**config.mk**
```make
export PLATFORM = sky130hd
export DESIGN_NAME = program_vector_table_lookup
export DESIGN_NICKNAME = d
export VERILOG_FILES = /design/src/pvt_pkg.sv /design/src/program_vector_table_lookup.sv /design/src/return_stack.sv
export SDC_FILE = /design/constraint.sdc
export NUM_CORES = 1
export LEC_CHECK = 0
export BUFFER_PORTS_ARGS = -buffer_cell sky130_fd_sc_hd__buf_2
export CELL_PAD_IN_SITES_DETAIL_PLACEMENT = 1
export CELL_PAD_IN_SITES_GLOBAL_PLACEMENT = 2
export CORE_UTILIZATION = 24
export CTS_CLUSTER_SIZE = 14
export DETAILED_ROUTE_END_ITERATION = 8
export GPL_TIMING_DRIVEN = 0
export PLACE_DENSITY = 0.61
export SLEW_MARGIN = 20
export SYNTH_ARGS = -nofsm -noshare
export SYNTH_HDL_FRONTEND = slang
export SYNTH_SLANG_ARGS = --single-unit
```
**constraint.sdc**
```tcl
create_clock -name i_clk -period 3.3 [get_ports i_clk]
set_input_delay 0.66 -clock i_clk [delete_from_list [all_inputs] [get_ports i_clk]]
set_output_delay 0.66 -clock i_clk [all_outputs]
set_load 0.01 [all_outputs]
```
**src/pvt_pkg.sv**
```systemverilog
// What this block does
// - Reset vector is one word at zero
// - Any reset cause loads counter with zero
// - Resets return all system registers to defaults
// - Interrupt vector is one word at eight
// - Interrupt pushes counter, then jumps to eight
// - Interrupt entry saves neither accumulator nor flags
// - Table address high byte from high index; only high_index[2:0] is used
// - Table address low byte from low index
// - Word low byte to accumulator, high to lookup
// - High index never carries from low wrap
// - Program words sixteen bits, 2K deep
// - Stack buffer holds eight return addresses
// - Adding into counter low byte never carries
package pvt_pkg;

    // ----------------------------------------
    // Memory geometry and vectors
    // ----------------------------------------
    localparam int PC_W = 11;                           // 2K words
    localparam int WORD_W = 16;                         // Program word width
    localparam int STACK_DEPTH = 8;                     // Return address levels
    localparam logic [PC_W-1:0] RESET_VECTOR = 11'h000; // Reset entry
    localparam logic [PC_W-1:0] IRQ_VECTOR = 11'h008;   // Interrupt entry
    localparam logic [PC_W-1:0] RSV_LO_FIRST = 11'h004; // Reserved low block start
    localparam logic [PC_W-1:0] RSV_LO_LAST = 11'h007;  // Reserved low block end
    localparam logic [PC_W-1:0] RSV_HI_FIRST = 11'h7fe; // Reserved top words
    localparam logic [7:0] REG_RESET = 8'h00;           // Default of system registers

    // ----------------------------------------
    // Operations and carriers
    // ----------------------------------------
    typedef enum logic [2:0] {
        OP_NEXT = 3'h0,       // Sequential fetch
        OP_JUMP = 3'h1,       // Absolute jump
        OP_CALL = 3'h2,       // Call with push
        OP_RET = 3'h3,        // Return with pop
        OP_RETURN_FROM_INTERRUPT = 3'h4,       // Return from interrupt
        OP_ADD_PCL = 3'h5,    // Add accumulator into low byte
        OP_TABLE = 3'h6       // Table read
    } seq_op_t;

    typedef struct packed {
        seq_op_t op;                 // Requested operation
        logic [PC_W-1:0] target;     // Jump or call target
        logic [7:0] addend;          // Accumulator for low-byte add
    } seq_cmd_t;

    typedef struct packed {
        logic [7:0] high_index;      // High index register
        logic [7:0] low_index;       // Low index register
    } table_idx_t;

    typedef enum logic [1:0] {
        ST_RUN = 2'b00,              // Normal fetch
        ST_TABLE = 2'b01,            // Table word pending
        ST_IRQ = 2'b11               // Entering interrupt
    } seq_state_t;

endpackage : pvt_pkg

```
**src/program_vector_table_lookup.sv**
```systemverilog
`timescale 1ns/1ps
// ----------------------------------------
// Program sequencer with vectors and table read
// ----------------------------------------
module program_vector_table_lookup
    import pvt_pkg::*;
(
    input wire logic i_clk,
    input wire logic i_nrst,              // Any system reset cause
    input wire logic i_step,              // Instruction slot completes
    input wire seq_cmd_t i_cmd,           // Operation for this slot
    input wire logic i_irq,               // Interrupt service request
    input wire table_idx_t i_idx,         // High and low index registers
    input wire logic [WORD_W-1:0] i_rom_data, // Program ROM word
    output logic [PC_W-1:0] o_rom_addr,   // Program ROM address
    output logic [PC_W-1:0] o_pc,         // Program counter
    output logic [7:0] o_accumulator,     // Table low byte
    output logic [7:0] o_lookup_high,     // Table high byte
    output logic o_acc_we,                // Accumulator write strobe
    output logic o_irq_ack,               // Interrupt entry pulse
    output logic o_reserved_fetch,        // Instruction fetch fell in reserved area; table fetches are not flagged
    output logic [3:0] o_stack_level      // Occupied stack levels
);
    // ----------------------------------------
    // State
    // ----------------------------------------
    seq_state_t state;                    // Sequencer state
    seq_state_t next_state;
    logic [PC_W-1:0] pc;                  // Program counter
    logic [PC_W-1:0] next_pc;
    logic [7:0] acc;                      // Accumulator copy
    logic [7:0] next_acc;
    logic [7:0] lookup_high;              // Lookup high byte
    logic [7:0] next_lookup_high;
    logic acc_we;                         // Write strobe
    logic next_acc_we;
    logic irq_ack;                        // Entry pulse
    logic next_irq_ack;
    logic push;                           // Stack push
    logic pop;                            // Stack pop
    logic [PC_W-1:0] push_data;           // Address pushed
    logic [PC_W-1:0] stack_top;           // Address popped
    logic [PC_W-1:0] table_addr;          // Table read address
    logic [15:0] table_full;              // Index pair, untruncated

    // ----------------------------------------
    // Table address from index registers
    // ----------------------------------------
    assign table_full = {i_idx.high_index, i_idx.low_index};
    assign table_addr = table_full[PC_W-1:0];

    // ----------------------------------------
    // Sequencer next-state logic
    // ----------------------------------------
    always_comb begin
        next_state = state;
        next_pc = pc;
        next_acc = acc;
        next_lookup_high = lookup_high;
        next_acc_we = 1'b0;
        next_irq_ack = 1'b0;
        push = 1'b0;
        pop = 1'b0;
        push_data = pc;
        unique case (state)
            ST_RUN: begin
                if (i_step && i_irq) begin
                    // Push then vector; no accumulator or flag save
                    push = 1'b1;
                    push_data = pc;
                    next_pc = IRQ_VECTOR;
                    next_irq_ack = 1'b1;
                    next_state = ST_IRQ;
                end else if (i_step) begin
                    unique case (i_cmd.op)
                        OP_JUMP: next_pc = i_cmd.target;
                        OP_CALL: begin
                            push = 1'b1;
                            push_data = pc + 1'b1;
                            next_pc = i_cmd.target;
                        end
                        OP_RET, OP_RETURN_FROM_INTERRUPT: begin
                            pop = 1'b1;
                            next_pc = stack_top;
                        end
                        OP_ADD_PCL: begin
                            // Low byte wraps, high bits untouched
                            next_pc = {pc[PC_W-1:8], pc[7:0] + i_cmd.addend};
                        end
                        OP_TABLE: next_state = ST_TABLE;
                        default: next_pc = pc + 1'b1;
                    endcase
                end
            end
            ST_TABLE: begin
                // Capture word; index registers left as they are
                next_acc = i_rom_data[7:0];
                next_lookup_high = i_rom_data[15:8];
                next_acc_we = 1'b1;
                next_pc = pc + 1'b1;
                next_state = ST_RUN;
            end
            ST_IRQ: next_state = ST_RUN;
            default: next_state = ST_RUN;
        endcase
    end

    // Register sequencer state; every cause resets all
    always_ff @(posedge i_clk) begin
        if (!i_nrst) begin
            state <= ST_RUN;
            pc <= RESET_VECTOR;
            acc <= REG_RESET;
            lookup_high <= REG_RESET;
            acc_we <= 1'b0;
            irq_ack <= 1'b0;
        end else begin
            state <= next_state;
            pc <= next_pc;
            acc <= next_acc;
            lookup_high <= next_lookup_high;
            acc_we <= next_acc_we;
            irq_ack <= next_irq_ack;
        end
    end

    // ----------------------------------------
    // Stack instance
    // ----------------------------------------
    return_stack #(
        .DEPTH(STACK_DEPTH),
        .W(PC_W)
    ) u_stack (
        .i_clk(i_clk),
        .i_nrst(i_nrst),
        .i_push(push),
        .i_pop(pop),
        .i_data(push_data),
        .o_top(stack_top),
        .o_level(o_stack_level)
    );

    // ----------------------------------------
    // Outputs
    // ----------------------------------------
    assign o_rom_addr = (state == ST_TABLE) ? table_addr : pc;
    assign o_pc = pc;
    assign o_accumulator = acc;
    assign o_lookup_high = lookup_high;
    assign o_acc_we = acc_we;
    assign o_irq_ack = irq_ack;
    // Flag user fetches landing in reserved words
    assign o_reserved_fetch = (state != ST_TABLE) &&
        ((pc >= RSV_LO_FIRST && pc <= RSV_LO_LAST) || pc >= RSV_HI_FIRST);

    // ----------------------------------------
    // Assertions
    // ----------------------------------------
    property p_reset_pc;
        @(posedge i_clk) !i_nrst |=> (o_pc == RESET_VECTOR && o_accumulator == REG_RESET);
    endproperty
    a_reset_pc: assert property (p_reset_pc) else $error("pc not zero after reset");

    property p_irq_vector;
        @(posedge i_clk) disable iff (!i_nrst) (state == ST_RUN && i_step && i_irq) |=> (o_pc == IRQ_VECTOR && o_irq_ack);
    endproperty
    a_irq_vector: assert property (p_irq_vector) else $error("interrupt did not vector");

    property p_irq_push;
        @(posedge i_clk) disable iff (!i_nrst) (state == ST_RUN && i_step && i_irq && o_stack_level < 4'h8)
            |=> (stack_top == $past(pc) && o_stack_level == $past(o_stack_level) + 4'h1);
    endproperty
    a_irq_push: assert property (p_irq_push) else $error("pc not pushed on interrupt");

    property p_irq_no_save;
        @(posedge i_clk) disable iff (!i_nrst) (state == ST_RUN && i_step && i_irq) |=> $stable(o_accumulator) && !o_acc_we;
    endproperty
    a_irq_no_save: assert property (p_irq_no_save) else $error("accumulator touched on interrupt");

    property p_table_addr;
        @(posedge i_clk) disable iff (!i_nrst) state == ST_TABLE |-> o_rom_addr == {i_idx.high_index[2:0], i_idx.low_index};
    endproperty
    a_table_addr: assert property (p_table_addr) else $error("table address wrong");

    property p_table_data;
        @(posedge i_clk) disable iff (!i_nrst) state == ST_TABLE
            |=> (o_accumulator == $past(i_rom_data[7:0]) && o_lookup_high == $past(i_rom_data[15:8]) && o_acc_we);
    endproperty
    a_table_data: assert property (p_table_data) else $error("table data misplaced");

    property p_add_no_carry;
        @(posedge i_clk) disable iff (!i_nrst) (state == ST_RUN && i_step && !i_irq && i_cmd.op == OP_ADD_PCL)
            |=> o_pc[PC_W-1:8] == $past(pc[PC_W-1:8]);
    endproperty
    a_add_no_carry: assert property (p_add_no_carry) else $error("carry reached high byte");

    property p_return_from_interrupt_pop;
        @(posedge i_clk) disable iff (!i_nrst) (state == ST_RUN && i_step && !i_irq && i_cmd.op == OP_RETURN_FROM_INTERRUPT)
            |=> o_pc == $past(stack_top);
    endproperty
    a_return_from_interrupt_pop: assert property (p_return_from_interrupt_pop) else $error("return address wrong");

    property p_stack_bound;
        @(posedge i_clk) disable iff (!i_nrst) o_stack_level <= 4'h8;
    endproperty
    a_stack_bound: assert property (p_stack_bound) else $error("stack level above eight");

    // ----------------------------------------
    // Reset, table, interrupt, stack, low-byte add and reserved-area checks
    // ----------------------------------------
    // Every reset cause clears all sequencer state
    property p_reset_all;
        @(posedge i_clk) !i_nrst |=> (o_lookup_high == REG_RESET && !o_acc_we && !o_irq_ack
            && o_stack_level == 4'h0 && state == ST_RUN);
    endproperty
    a_reset_all: assert property (p_reset_all) else $error("state not cleared by reset");

    // First fetch after reset comes from the reset vector
    property p_reset_fetch;
        @(posedge i_clk) !i_nrst |=> o_rom_addr == RESET_VECTOR;
    endproperty
    a_reset_fetch: assert property (p_reset_fetch) else $error("first fetch not at reset vector");

    // Upper address bits come from the high index
    property p_table_high;
        @(posedge i_clk) disable iff (!i_nrst) state == ST_TABLE
            |-> o_rom_addr[PC_W-1:8] == i_idx.high_index[PC_W-9:0];
    endproperty
    a_table_high: assert property (p_table_high) else $error("table high address wrong");

    // Low address byte comes from the low index
    property p_table_low;
        @(posedge i_clk) disable iff (!i_nrst) state == ST_TABLE |-> o_rom_addr[7:0] == i_idx.low_index;
    endproperty
    a_table_low: assert property (p_table_low) else $error("table low address wrong");

    // Table request waits one slot with the counter held
    property p_table_enter;
        @(posedge i_clk) disable iff (!i_nrst) (state == ST_RUN && i_step && !i_irq && i_cmd.op == OP_TABLE)
            |=> (state == ST_TABLE && $stable(o_pc));
    endproperty
    a_table_enter: assert property (p_table_enter) else $error("table read not started");

    // One word fetch, then back to normal running
    property p_table_one_word;
        @(posedge i_clk) disable iff (!i_nrst) state == ST_TABLE
            |=> (state == ST_RUN && o_pc == $past(pc) + 11'h001);
    endproperty
    a_table_one_word: assert property (p_table_one_word) else $error("table read did not finish");

    // Write strobe lasts a single cycle
    property p_acc_we_pulse;
        @(posedge i_clk) disable iff (!i_nrst) o_acc_we |=> !o_acc_we;
    endproperty
    a_acc_we_pulse: assert property (p_acc_we_pulse) else $error("write strobe too long");

    // Bytes change only when a table word lands
    property p_acc_hold;
        @(posedge i_clk) disable iff (!i_nrst) state != ST_TABLE
            |=> ($stable(o_accumulator) && $stable(o_lookup_high));
    endproperty
    a_acc_hold: assert property (p_acc_hold) else $error("table bytes changed outside a read");

    // Entry pulse lasts a single cycle
    property p_irq_ack_pulse;
        @(posedge i_clk) disable iff (!i_nrst) o_irq_ack |=> !o_irq_ack;
    endproperty
    a_irq_ack_pulse: assert property (p_irq_ack_pulse) else $error("entry pulse too long");

    // Interrupt entry passes through its own state
    property p_irq_enter;
        @(posedge i_clk) disable iff (!i_nrst) (state == ST_RUN && i_step && i_irq) |=> state == ST_IRQ;
    endproperty
    a_irq_enter: assert property (p_irq_enter) else $error("interrupt entry state missed");

    // Slot after entry is refused, vector fetch held
    property p_irq_hold;
        @(posedge i_clk) disable iff (!i_nrst) state == ST_IRQ |=> (state == ST_RUN && $stable(o_pc));
    endproperty
    a_irq_hold: assert property (p_irq_hold) else $error("vector fetch not held");

    // Call pushes the return address and jumps
    property p_call_push;
        @(posedge i_clk) disable iff (!i_nrst) (state == ST_RUN && i_step && !i_irq && i_cmd.op == OP_CALL)
            |=> (stack_top == $past(pc) + 11'h001 && o_pc == $past(i_cmd.target));
    endproperty
    a_call_push: assert property (p_call_push) else $error("call push or jump wrong");

    // Push at full depth keeps the level at eight
    property p_stack_full;
        @(posedge i_clk) disable iff (!i_nrst) (state == ST_RUN && i_step && !i_irq && i_cmd.op == OP_CALL
            && o_stack_level == 4'h8) |=> o_stack_level == 4'h8;
    endproperty
    a_stack_full: assert property (p_stack_full) else $error("stack level left full depth");

    // Low byte add wraps within eight bits
    property p_add_low;
        @(posedge i_clk) disable iff (!i_nrst) (state == ST_RUN && i_step && !i_irq && i_cmd.op == OP_ADD_PCL)
            |=> o_pc[7:0] == $past(pc[7:0]) + $past(i_cmd.addend);
    endproperty
    a_add_low: assert property (p_add_low) else $error("low byte sum wrong");

    // Plain return pops the same way
    property p_ret_pop;
        @(posedge i_clk) disable iff (!i_nrst) (state == ST_RUN && i_step && !i_irq && i_cmd.op == OP_RET)
            |=> o_pc == $past(stack_top);
    endproperty
    a_ret_pop: assert property (p_ret_pop) else $error("plain return address wrong");

    // Top reserved words raise the flag while running
    property p_reserved_top;
        @(posedge i_clk) disable iff (!i_nrst) (state == ST_RUN && o_pc >= RSV_HI_FIRST) |-> o_reserved_fetch;
    endproperty
    a_reserved_top: assert property (p_reserved_top) else $error("reserved top not flagged");

endmodule : program_vector_table_lookup

```
**src/return_stack.sv**
```systemverilog
`timescale 1ns/1ps
// ----------------------------------------
// Return address stack
// ----------------------------------------
module return_stack
    import pvt_pkg::*;
#(
    parameter int DEPTH = STACK_DEPTH,
    parameter int W = PC_W
) (
    input wire logic i_clk,
    input wire logic i_nrst,
    input wire logic i_push,
    input wire logic i_pop,
    input wire logic [W-1:0] i_data,
    output logic [W-1:0] o_top,
    output logic [$clog2(DEPTH):0] o_level
);
    localparam int LW = $clog2(DEPTH);
    logic [W-1:0] mem [DEPTH];               // Return addresses
    logic [LW-1:0] ptr;                      // Next free slot, wraps
    logic [LW:0] level;                      // Occupied levels
    logic [LW-1:0] next_ptr;
    logic [LW:0] next_level;

    // Pointer and level bookkeeping
    always_comb begin
        next_ptr = ptr;
        next_level = level;
        if (i_push) begin
            next_ptr = ptr + 1'b1;
            // Count up until full, then hold at full depth
            if (level < (LW+1)'(DEPTH)) begin
                next_level = level + 1'b1;
            end
        end else if (i_pop) begin
            next_ptr = ptr - 1'b1;
            if (level != '0) begin
                next_level = level - 1'b1;
            end
        end
    end

    // Register pointer and level
    always_ff @(posedge i_clk) begin
        if (!i_nrst) begin
            ptr <= '0;
            level <= '0;
        end else begin
            ptr <= next_ptr;
            level <= next_level;
        end
    end

    // Storage; oldest entry is overwritten past eight levels
    always_ff @(posedge i_clk) begin
        if (i_push) begin
            mem[ptr] <= i_data;
        end
    end

    assign o_top = mem[ptr - 1'b1];
    assign o_level = level;
endmodule : return_stack

```
Word level (Yosys, flattened, before mapping)
Memory sizes are Yosys's and may differ from the RTL's.
Index checks and enable logic that the tools add are counted.
Widths: inputs -> output; s select.

storage, ports and cells
  bits in registers = 38
  input bits = 58
  memory bits (writable) = 88
  output and inout port bits = 45
  memories = 1

cells by class
  $add $sub $neg = 6
  magnitude comparators = 4
  equality and inequality tests = 12
  multiplexer cells = 30
  reductions and logical operators = 18

memory list
  name         depth  bits a word  read ports  clocked after Yosys merged registers in  write ports  line                RTL
  u_stack.mem  8      11           1           0                                        1            return_stack.sv:20  logic [W-1:0] mem [DEPTH];

operators by type and width
  kind                   count
  $mux 11                7
  $pmux 11 s4            1
  $pmux 11 s2            1
  $mux 4                 4
  $mux 1                 12
  $add 11x1->11 const B  1
  $ge 11x11->1 const B   1
  $ge 11x3->1 const B    1
  $le 11x3->1 const B    1
  $reduce_bool 2->1      5
  $eq 3x3->1 const B     3
  $ne 3x3->1 const B     3
  $add 8x8->8            1
  $eq 3x2->1 const B     2
  $mux 2                 3
  $mux 3                 2
  $reduce_and 3->1       2
  $add 4x1->4 const B    1
  $lt 4x4->1 const B     1
  $ne 2x1->1 const B     2
  $reduce_and 2->1       2
  $reduce_and 4->1       1
  $reduce_bool 4->1      1
  $reduce_or 2->1        2
  8 further kinds        10

Logic depth before layout (Yosys ltp)
Gate-level depths: netlist of the first run.

  depth in word-level cells = 8
  gate-level depth with buffers = 12
  gate-level depth less buffers = 10

Modules after synthesis
From an unflattened synthesis of the first run, not the netlist that was laid out.

unflattened totals
  cells, all modules = 573
  area total of the unflattened synthesis = 6,562.5 µm²

modules (own cells, without submodules)
  module                       times used  area each (µm²)  cells each
  return_stack                 1           3,862.5          194
  program_vector_table_lookup  1           2,700.1          379

Worst setup path after synthesis of the first run
Ideal clock, no wire load.

  path type = input to register
  start = input port i_cmd[20] (netlist bit)
  end = memory u_stack.mem[0][0] (netlist bit), enable pin
  arrival time = 2.562 ns
  path buffers = 1
  data required time = 2.892 ns
  setup slack = 0.330 ns
  setup time = 0.408 ns
  stages = 5
  path through = buf_2 -> nor3b_1 -> o21a_1 -> inv_2 -> nor4_1

on the way
  cells in the longest elaborated chain, start to end = 7

ends and longest elaborated chain
  element                       line                               RTL
  start: declaration            program_vector_table_lookup.sv:11  input wire seq_cmd_t i_cmd,
  $eq 3x2->1                    program_vector_table_lookup.sv:75  unique case (i_cmd.op)
  $mux 1                        program_vector_table_lookup.sv:75
  $mux 1                        program_vector_table_lookup.sv:74  end else if (i_step) begin
  $mux 1                        program_vector_table_lookup.sv:67  if (i_step && i_irq) begin
  $mux 1                        program_vector_table_lookup.sv:65  unique case (state)
  $mux 1                        return_stack.sv:57                 if (i_push) begin
  $mux 1 (implied by the code)  return_stack.sv:58                 mem[ptr] <= i_data;
  end: declaration              return_stack.sv:20

No other way between the ends.

Worst setup path in the final report of the first run
  start = register state[0]
  end = output port o_reserved_fetch

on the way
  cells in the longest elaborated chain, start to end = 2

ends and longest elaborated chain
  element                   line                                RTL
  start: declaration        program_vector_table_lookup.sv:27   seq_state_t state;
  start signal: assignment  program_vector_table_lookup.sv:118  state <= next_state;
  $ne 2x1->1                program_vector_table_lookup.sv:153  assign o_reserved_fetch = (state != ST_TABLE) &&
  $logic_and 1x1->1         program_vector_table_lookup.sv:153
  end: declaration          program_vector_table_lookup.sv:21   output logic o_reserved_fetch,

No other way between the ends.

==> results of run 1 <==
-- flip-flops by register name, indices dropped and copies added, names as in the netlist, 2 cells and up --
register / count
o_accumulator: 8
o_lookup_high: 8
o_pc: 11
state: 2
u_stack.mem: 88
u_stack.o_level: 4
u_stack.ptr: 3
-- routing by layer --
metal	global-route usage	part of all wire
met5	0	0
met3	0.0270	0.041
met4	0.0599	0.024
met2	0.256	0.51
met1	0.169	0.42
-- area by class of cell --
class,count,area [sq um],share of cell area
Sequential cell,126,3400,0.437
Timing Repair Buffer,101,533,0.0685
Clock inverter,15,188,0.0241
Buffer,35,175,0.0225
Inverter,15,56.3,0.00724
Clock buffer,17,425,0.0547
Tap cell,330,413,0.0531
Multi-Input combinational cell,342,2590,0.333
-- report_power, final --
part | internal, mW | switching, mW | leakage [nW]
sequential | 1.74 | 0.0359 | 1.13
clock | 1.09 | 0.831 | 0.294
combinational | 0.263 | 0.362 | 1.58
-- final timing paths --
check / startpoint / endpoint / cells past startpoint
worst max-delay path: state[0] / o_reserved_fetch / 6
worst min-delay path: o_lookup_high[3] / o_lookup_high[3] / 2
worst max register to register: u_stack.ptr[0] / o_pc[9] / 11
worst min register to register: o_lookup_high[3] / o_lookup_high[3] / 2
-- cell usage after synthesis (all sizes together), types with 10 or more instances --
master   n
a21boi  17
a21oi   16
buf     23
clkbuf  13
dfxtp   38
edfxtp  88
ha      13
inv     15
mux2i   12
mux4    22
nand2   86
nand3   10
nor2    23
nor3    10
o21ai   25
xnor2   17
xor2    11
-- per-stage QoR --
step	total power, mW	hold WS, ns	area [sq um]	setup TNS, ns	utilization
6_report	4.33	0.460	7780	0	0.308
5_1_grt	4.50	0.477	7780	0	0.308
4_1_cts	4.39	0.465	7790	0	0.308
3_5_place_dp	2.45	0.459	7170	-0.276	0.284
3_3_place_gp	2.42	0.450	7080	-27.95	0.280
2_1_floorplan	2.21	0.488	6190	0	-
-- kinds of logic (layout without fill, tap and decap cells) --
logic type | after synthesis | count (layout) | share of synthesized area
AOI/OAI and AO/OA | 97 | 97 | 0.112
xor gates and xnor gates | 28 | 28 | 0.0396
adders and majority gates | 16 | 16 | 0.0344
buffers and inverters | 51 | 183 | 0.0372
DFF | 126 | 126 | 0.550
muxes | 34 | 34 | 0.103
and+or+nand+nor | 167 | 167 | 0.124
-- worst max-delay path: stages (launching register included) --
cell	delay [ns]
dfxtp_1	0.30
buf_2	0.19
nor2b_1	0.24
clkbuf_1	0.46
clkbuf_1	0.42
a21oi_1	0.16
buf_2	0.18
==> results.sh, run 1 <==
export IMPL_cts_resized=3
export IMPL_clk_insertion_delay_late_ns=0.43
export IMPL_report_final_slew_viol_count=0
export IMPL_via_count=4547
export IMPL_clock_sink_count=126
export IMPL_timing_fmax_mhz=329
export IMPL_die_width_microns=163
export IMPL_placementRows=58
export IMPL_start_kind="flip-flop"
export IMPL_dpl_worst_slack_ns=-0.113
export IMPL_first_global_vias=4808
export IMPL_post_drt_via_cell_ratio=4.64
export IMPL_cts_root_buffer="clkbuf_16"
export IMPL_tritoncts="built"
export IMPL_layout_area_overhead_vs_synth_pct=25.8
export IMPL_ant_nets=0
export IMPL_drc=0
export IMPL_antennaDiodeCount=0
export IMPL_clk_pin_slew_worst_paths_ns=0.06
export IMPL_initial_standard_cell_utilization_of_the_core=0.245
export IMPL_syn_inst=519
export IMPL_track_usage=0.144
export IMPL_tightest_slew_ns=0.851
export IMPL_netlist_area_leader_share=0.427
export IMPL_async_flop_share=0
export IMPL_postSynth_topFlopCell="edfxtp_1"
export IMPL_ctsHoldBuffers=0
export IMPL_synth_largest_area_cell="edfxtp_1"
export IMPL_io_buffer_count=95
export IMPL_cts_buffers_inserted=17
export IMPL_floorplan_core_area_sq_mm=0.0253
export IMPL_holdCritPathClass="flip-flop to flip-flop"
export IMPL_final_min_period_over_clock_period=0.920
export IMPL_drt_total_wl_microns=18300
export IMPL_most_common_cell_after_layout_fill_and_taps_aside="buf_2"
export IMPL_leakage_power_nw=3.00
export IMPL_synth_seq_cells=126
export IMPL_grt_first_pass_wirelength_microns=27900
export IMPL_pwr_dens_mw_per_mm2=556
export IMPL_initial_antenna_violation_count=0
export IMPL_top_level_ports=103
export IMPL_critical_path_arrival_ns=2.38
export IMPL_grt_overflow_total=0
export IMPL_layout_cells_most_common_list="buf_2, edfxtp_1, nand2_1"
export IMPL_detail_route_first_pass_iterations=4
export IMPL_n_fill_cell=2827
export IMPL_status="completed"
export IMPL_pin_count_of_the_biggest_net_entering_global_routing=17
export IMPL_layout_drive_gt1_share=0.287
export IMPL_netlist_top_cells_area="edfxtp_1, dfxtp_1, mux4_2, nand2_1, ha_1"
export IMPL_final_critical_path_time_including_i_o_delays_and_setup_ns=3.04
export IMPL_postSynthAreaPerCell_sq_um=11.9
export IMPL_syn_cell_area_sq_mm=0.00619
export IMPL_finalNetCount=711
export IMPL_buffer_count_from_post_cts_setup_fixing=0
export IMPL_path_class="flip-flop to output port"
export IMPL_slew_headroom=0.426
export IMPL_timing_final_hold_violations=0
export IMPL_rrSetupSlack_ns=0.43
export IMPL_drv_max_cap_violation_count=0
export IMPL_peak_supply_drop_v=0.000354
export IMPL_synthesis_nets=592
export IMPL_finalWeightedCongestion=0.775
export IMPL_setup_viol=0
export IMPL_fp_dieArea_sq_mm=0.0264
export IMPL_worst_clock_skew_ns=0.00827
export IMPL_dp_cells=950
export IMPL_routed_wire_length_per_instance_microns=18.7
export IMPL_critical_path_max_fanout=10
export IMPL_synth_edff_count=88
export IMPL_htree_num_levels=4
export IMPL_die_height_microns=163
export IMPL_max_clock_path_buffers=2
export IMPL_crit_path_end_kind="output port"
export IMPL_drt_iter0_markers=177
export IMPL_yosys_cell_types_count=63
export IMPL_cp_data_required_time_ns=2.64
export IMPL_synthesis_yosys_warnings=0
export IMPL_instances_no_fill=981
export IMPL_ys_seq_area_frac=0.550
export IMPL_timing_final_ws_setup_ns=0.263
export IMPL_hpwlAfterDp_microns=14000
export IMPL_setup_repair_after_global_routing_missed_its_margin="false"
Note: power is estimated with default switching activity, not from simulation.
==> run 2, diff against run 1 <==
- SETUP_SLACK_MARGIN: unset -> 0.5
==> run 2 against run 1 <==
  * Design area rose by 1.0%
  * Die area did not move
  * Sequential share of layout area fell by 0.42 points
  * Via count fell by 0.92%
  * Register-to-register slack improved by 0.19 ns
==> results.sh, run 2 (synthesized netlist as in run 1, its figures left out) <==
export IMPL_finalWeightedCongestion=0.791
export IMPL_top_level_ports=103
export IMPL_leakage_power_nw=3.01
export IMPL_drt_total_wl_microns=18600
export IMPL_layout_cells_most_common_list="buf_2, edfxtp_1, nand2_1"
export IMPL_tritoncts="built"
export IMPL_via_count=4505
export IMPL_initial_antenna_violation_count=0
export IMPL_die_width_microns=163
export IMPL_worst_clock_skew_ns=0.0120
export IMPL_finalNetCount=713
export IMPL_placement_cell_area_sq_mm=0.00717
export IMPL_timing_fmax_mhz=370
export IMPL_most_common_cell_after_layout_fill_and_taps_aside="buf_2"
export IMPL_htree_num_levels=4
export IMPL_ant_nets=0
export IMPL_peak_supply_drop_v=0.000380
export IMPL_path_class="flip-flop to output port"
export IMPL_clock_sink_count=126
export IMPL_drc=0
export IMPL_worst_path_max_delay_cell="or4_4"
export IMPL_fp_dieArea_sq_mm=0.0264
export IMPL_floorplan_core_area_sq_mm=0.0253
export IMPL_hpwlAfterDp_microns=13900
export IMPL_instances_no_fill=983
export IMPL_max_clock_path_buffers=2
export IMPL_pin_count_of_the_biggest_net_entering_global_routing=17
export IMPL_setup_viol=0
export IMPL_tightest_slew_ns=0.931
export IMPL_io_buffer_count=95
export IMPL_report_final_slew_viol_count=0
export IMPL_track_usage=0.147
export IMPL_critical_path_max_fanout=7
export IMPL_final_critical_path_time_including_i_o_delays_and_setup_ns=2.70
export IMPL_n_fill_cell=2805
export IMPL_cts_buffers_inserted=17
export IMPL_drt_iter0_markers=241
export IMPL_cp_data_required_time_ns=2.64
export IMPL_grt_overflow_total=0
export IMPL_drv_max_cap_violation_count=0
export IMPL_timing_final_hold_violations=0
export IMPL_setup_repair_after_global_routing_missed_its_margin="true"
export IMPL_start_kind="flip-flop"
export IMPL_placementRows=58
export IMPL_cts_root_buffer="clkbuf_16"
export IMPL_dp_cells=949
export IMPL_clk_pin_slew_worst_paths_ns=0.06
export IMPL_layout_area_overhead_vs_synth_pct=27.1
export IMPL_pwr_dens_mw_per_mm2=546
export IMPL_detail_route_first_pass_iterations=4
export IMPL_clk_insertion_delay_late_ns=0.43
export IMPL_antennaDiodeCount=0
export IMPL_cell_by_cell_trace_of_the_critical_path="buf_4 > or4_4 > nor3_4 > o2111ai_2 > a21oi_2 > buf_2"
export IMPL_cp_slowest_stage_delay_ns=0.49
export IMPL_design_area_sq_mm=0.00786
export IMPL_die_height_microns=163
export IMPL_status="completed"
export IMPL_grt_first_pass_wirelength_microns=28500
export IMPL_first_global_vias=4813
export IMPL_layout_drive_gt1_share=0.311
export IMPL_crit_path_end_kind="output port"
export IMPL_final_min_period_over_clock_period=0.819
export IMPL_max_flop_register="u_stack.mem"
export IMPL_critical_path_arrival_ns=2.04
export IMPL_slew_headroom=0.373
export IMPL_routed_wire_length_per_instance_microns=18.9
export IMPL_initial_standard_cell_utilization_of_the_core=0.245
export IMPL_worst_path_dominant_cell_family="simple AND/OR/NAND/NOR gates"
export IMPL_holdCritPathClass="flip-flop to flip-flop"
export IMPL_post_drt_via_cell_ratio=4.58
export IMPL_critical_path_buf_inv_count=2
export IMPL_largest_register_ff_count=88
-- run 2: cell types whose count changed in the layout (fill, tap and decap cells not counted), sizes merged --
cell    before  now
clkinv       3    2
clkbuf      30   29
buf        123  127
-- run 2: path summary, 6_finish.rpt --
kind | slack [ns] | start | cells after the start | endpoint
setup / recovery | 0.60 | o_pc[6] | 6 | o_reserved_fetch
hold reg to reg | 0.47 | o_accumulator[2] | 2 | o_accumulator[2]
setup reg to reg | 0.62 | u_stack.ptr[0] | 12 | o_pc[9]
hold / removal | 0.47 | o_accumulator[2] | 2 | o_accumulator[2]
-- run 2: through the flow --
stage / utilization / setup TNS, ns / hold slack [ns] / worst slack (ns) / power (mW)
floorplan: - / 0 / 0.488 / 0.605 / 2.21
global placement: 0.280 / -20.78 / 0.449 / -0.483 / 2.42
detailed placement: 0.284 / -0.377 / 0.461 / -0.161 / 2.45
CTS: 0.310 / 0 / 0.469 / 0.463 / 4.34
global route: 0.311 / 0 / 0.491 / 0.411 / 4.46
finish: 0.311 / 0 / 0.468 / 0.596 / 4.29
-- run 2: power by group --
group | total, mW | switching (mW) | internal (mW)
Combinational | 0.663 | 0.376 | 0.287
Clock | 1.85 | 0.788 | 1.06
Sequential | 1.78 | 0.0360 | 1.74
Total | 4.29 | 1.20 | 3.09
-- run 2: layout make-up --
class	instances	area [sq um]	share of cell area
plain buffers	36	223	0.0283
clock buffers	18	429	0.0546
clock inverters	14	145	0.0185
inverters	15	56.3	0.00716
multi-input cells	342	2640	0.336
flip-flops and latches	126	3410	0.433
well taps	330	413	0.0525
repair buffers	102	547	0.0695
-- run 2: layer usage --
metal,up-vias,GRT usage,share of wire
met4,0,0.0561,0.014
li1,2155,-,-
met2,89,0.262,0.52
met3,16,0.0244,0.029
met1,2245,0.176,0.44
met5,-,0,0
-- run 2: tightest hold or removal path, cell delays in order, from the launching register on --
cell	delay (ns)
dfxtp_1	0.30
nand2_1	0.04
a21boi_0	0.07
-- run 2: timing repair --
action,CTS,global route
endpoints found under the setup margin,22,16
resized for setup,23,11
hold buffers,0,0
setup buffers,1,1
pin swaps,3,3
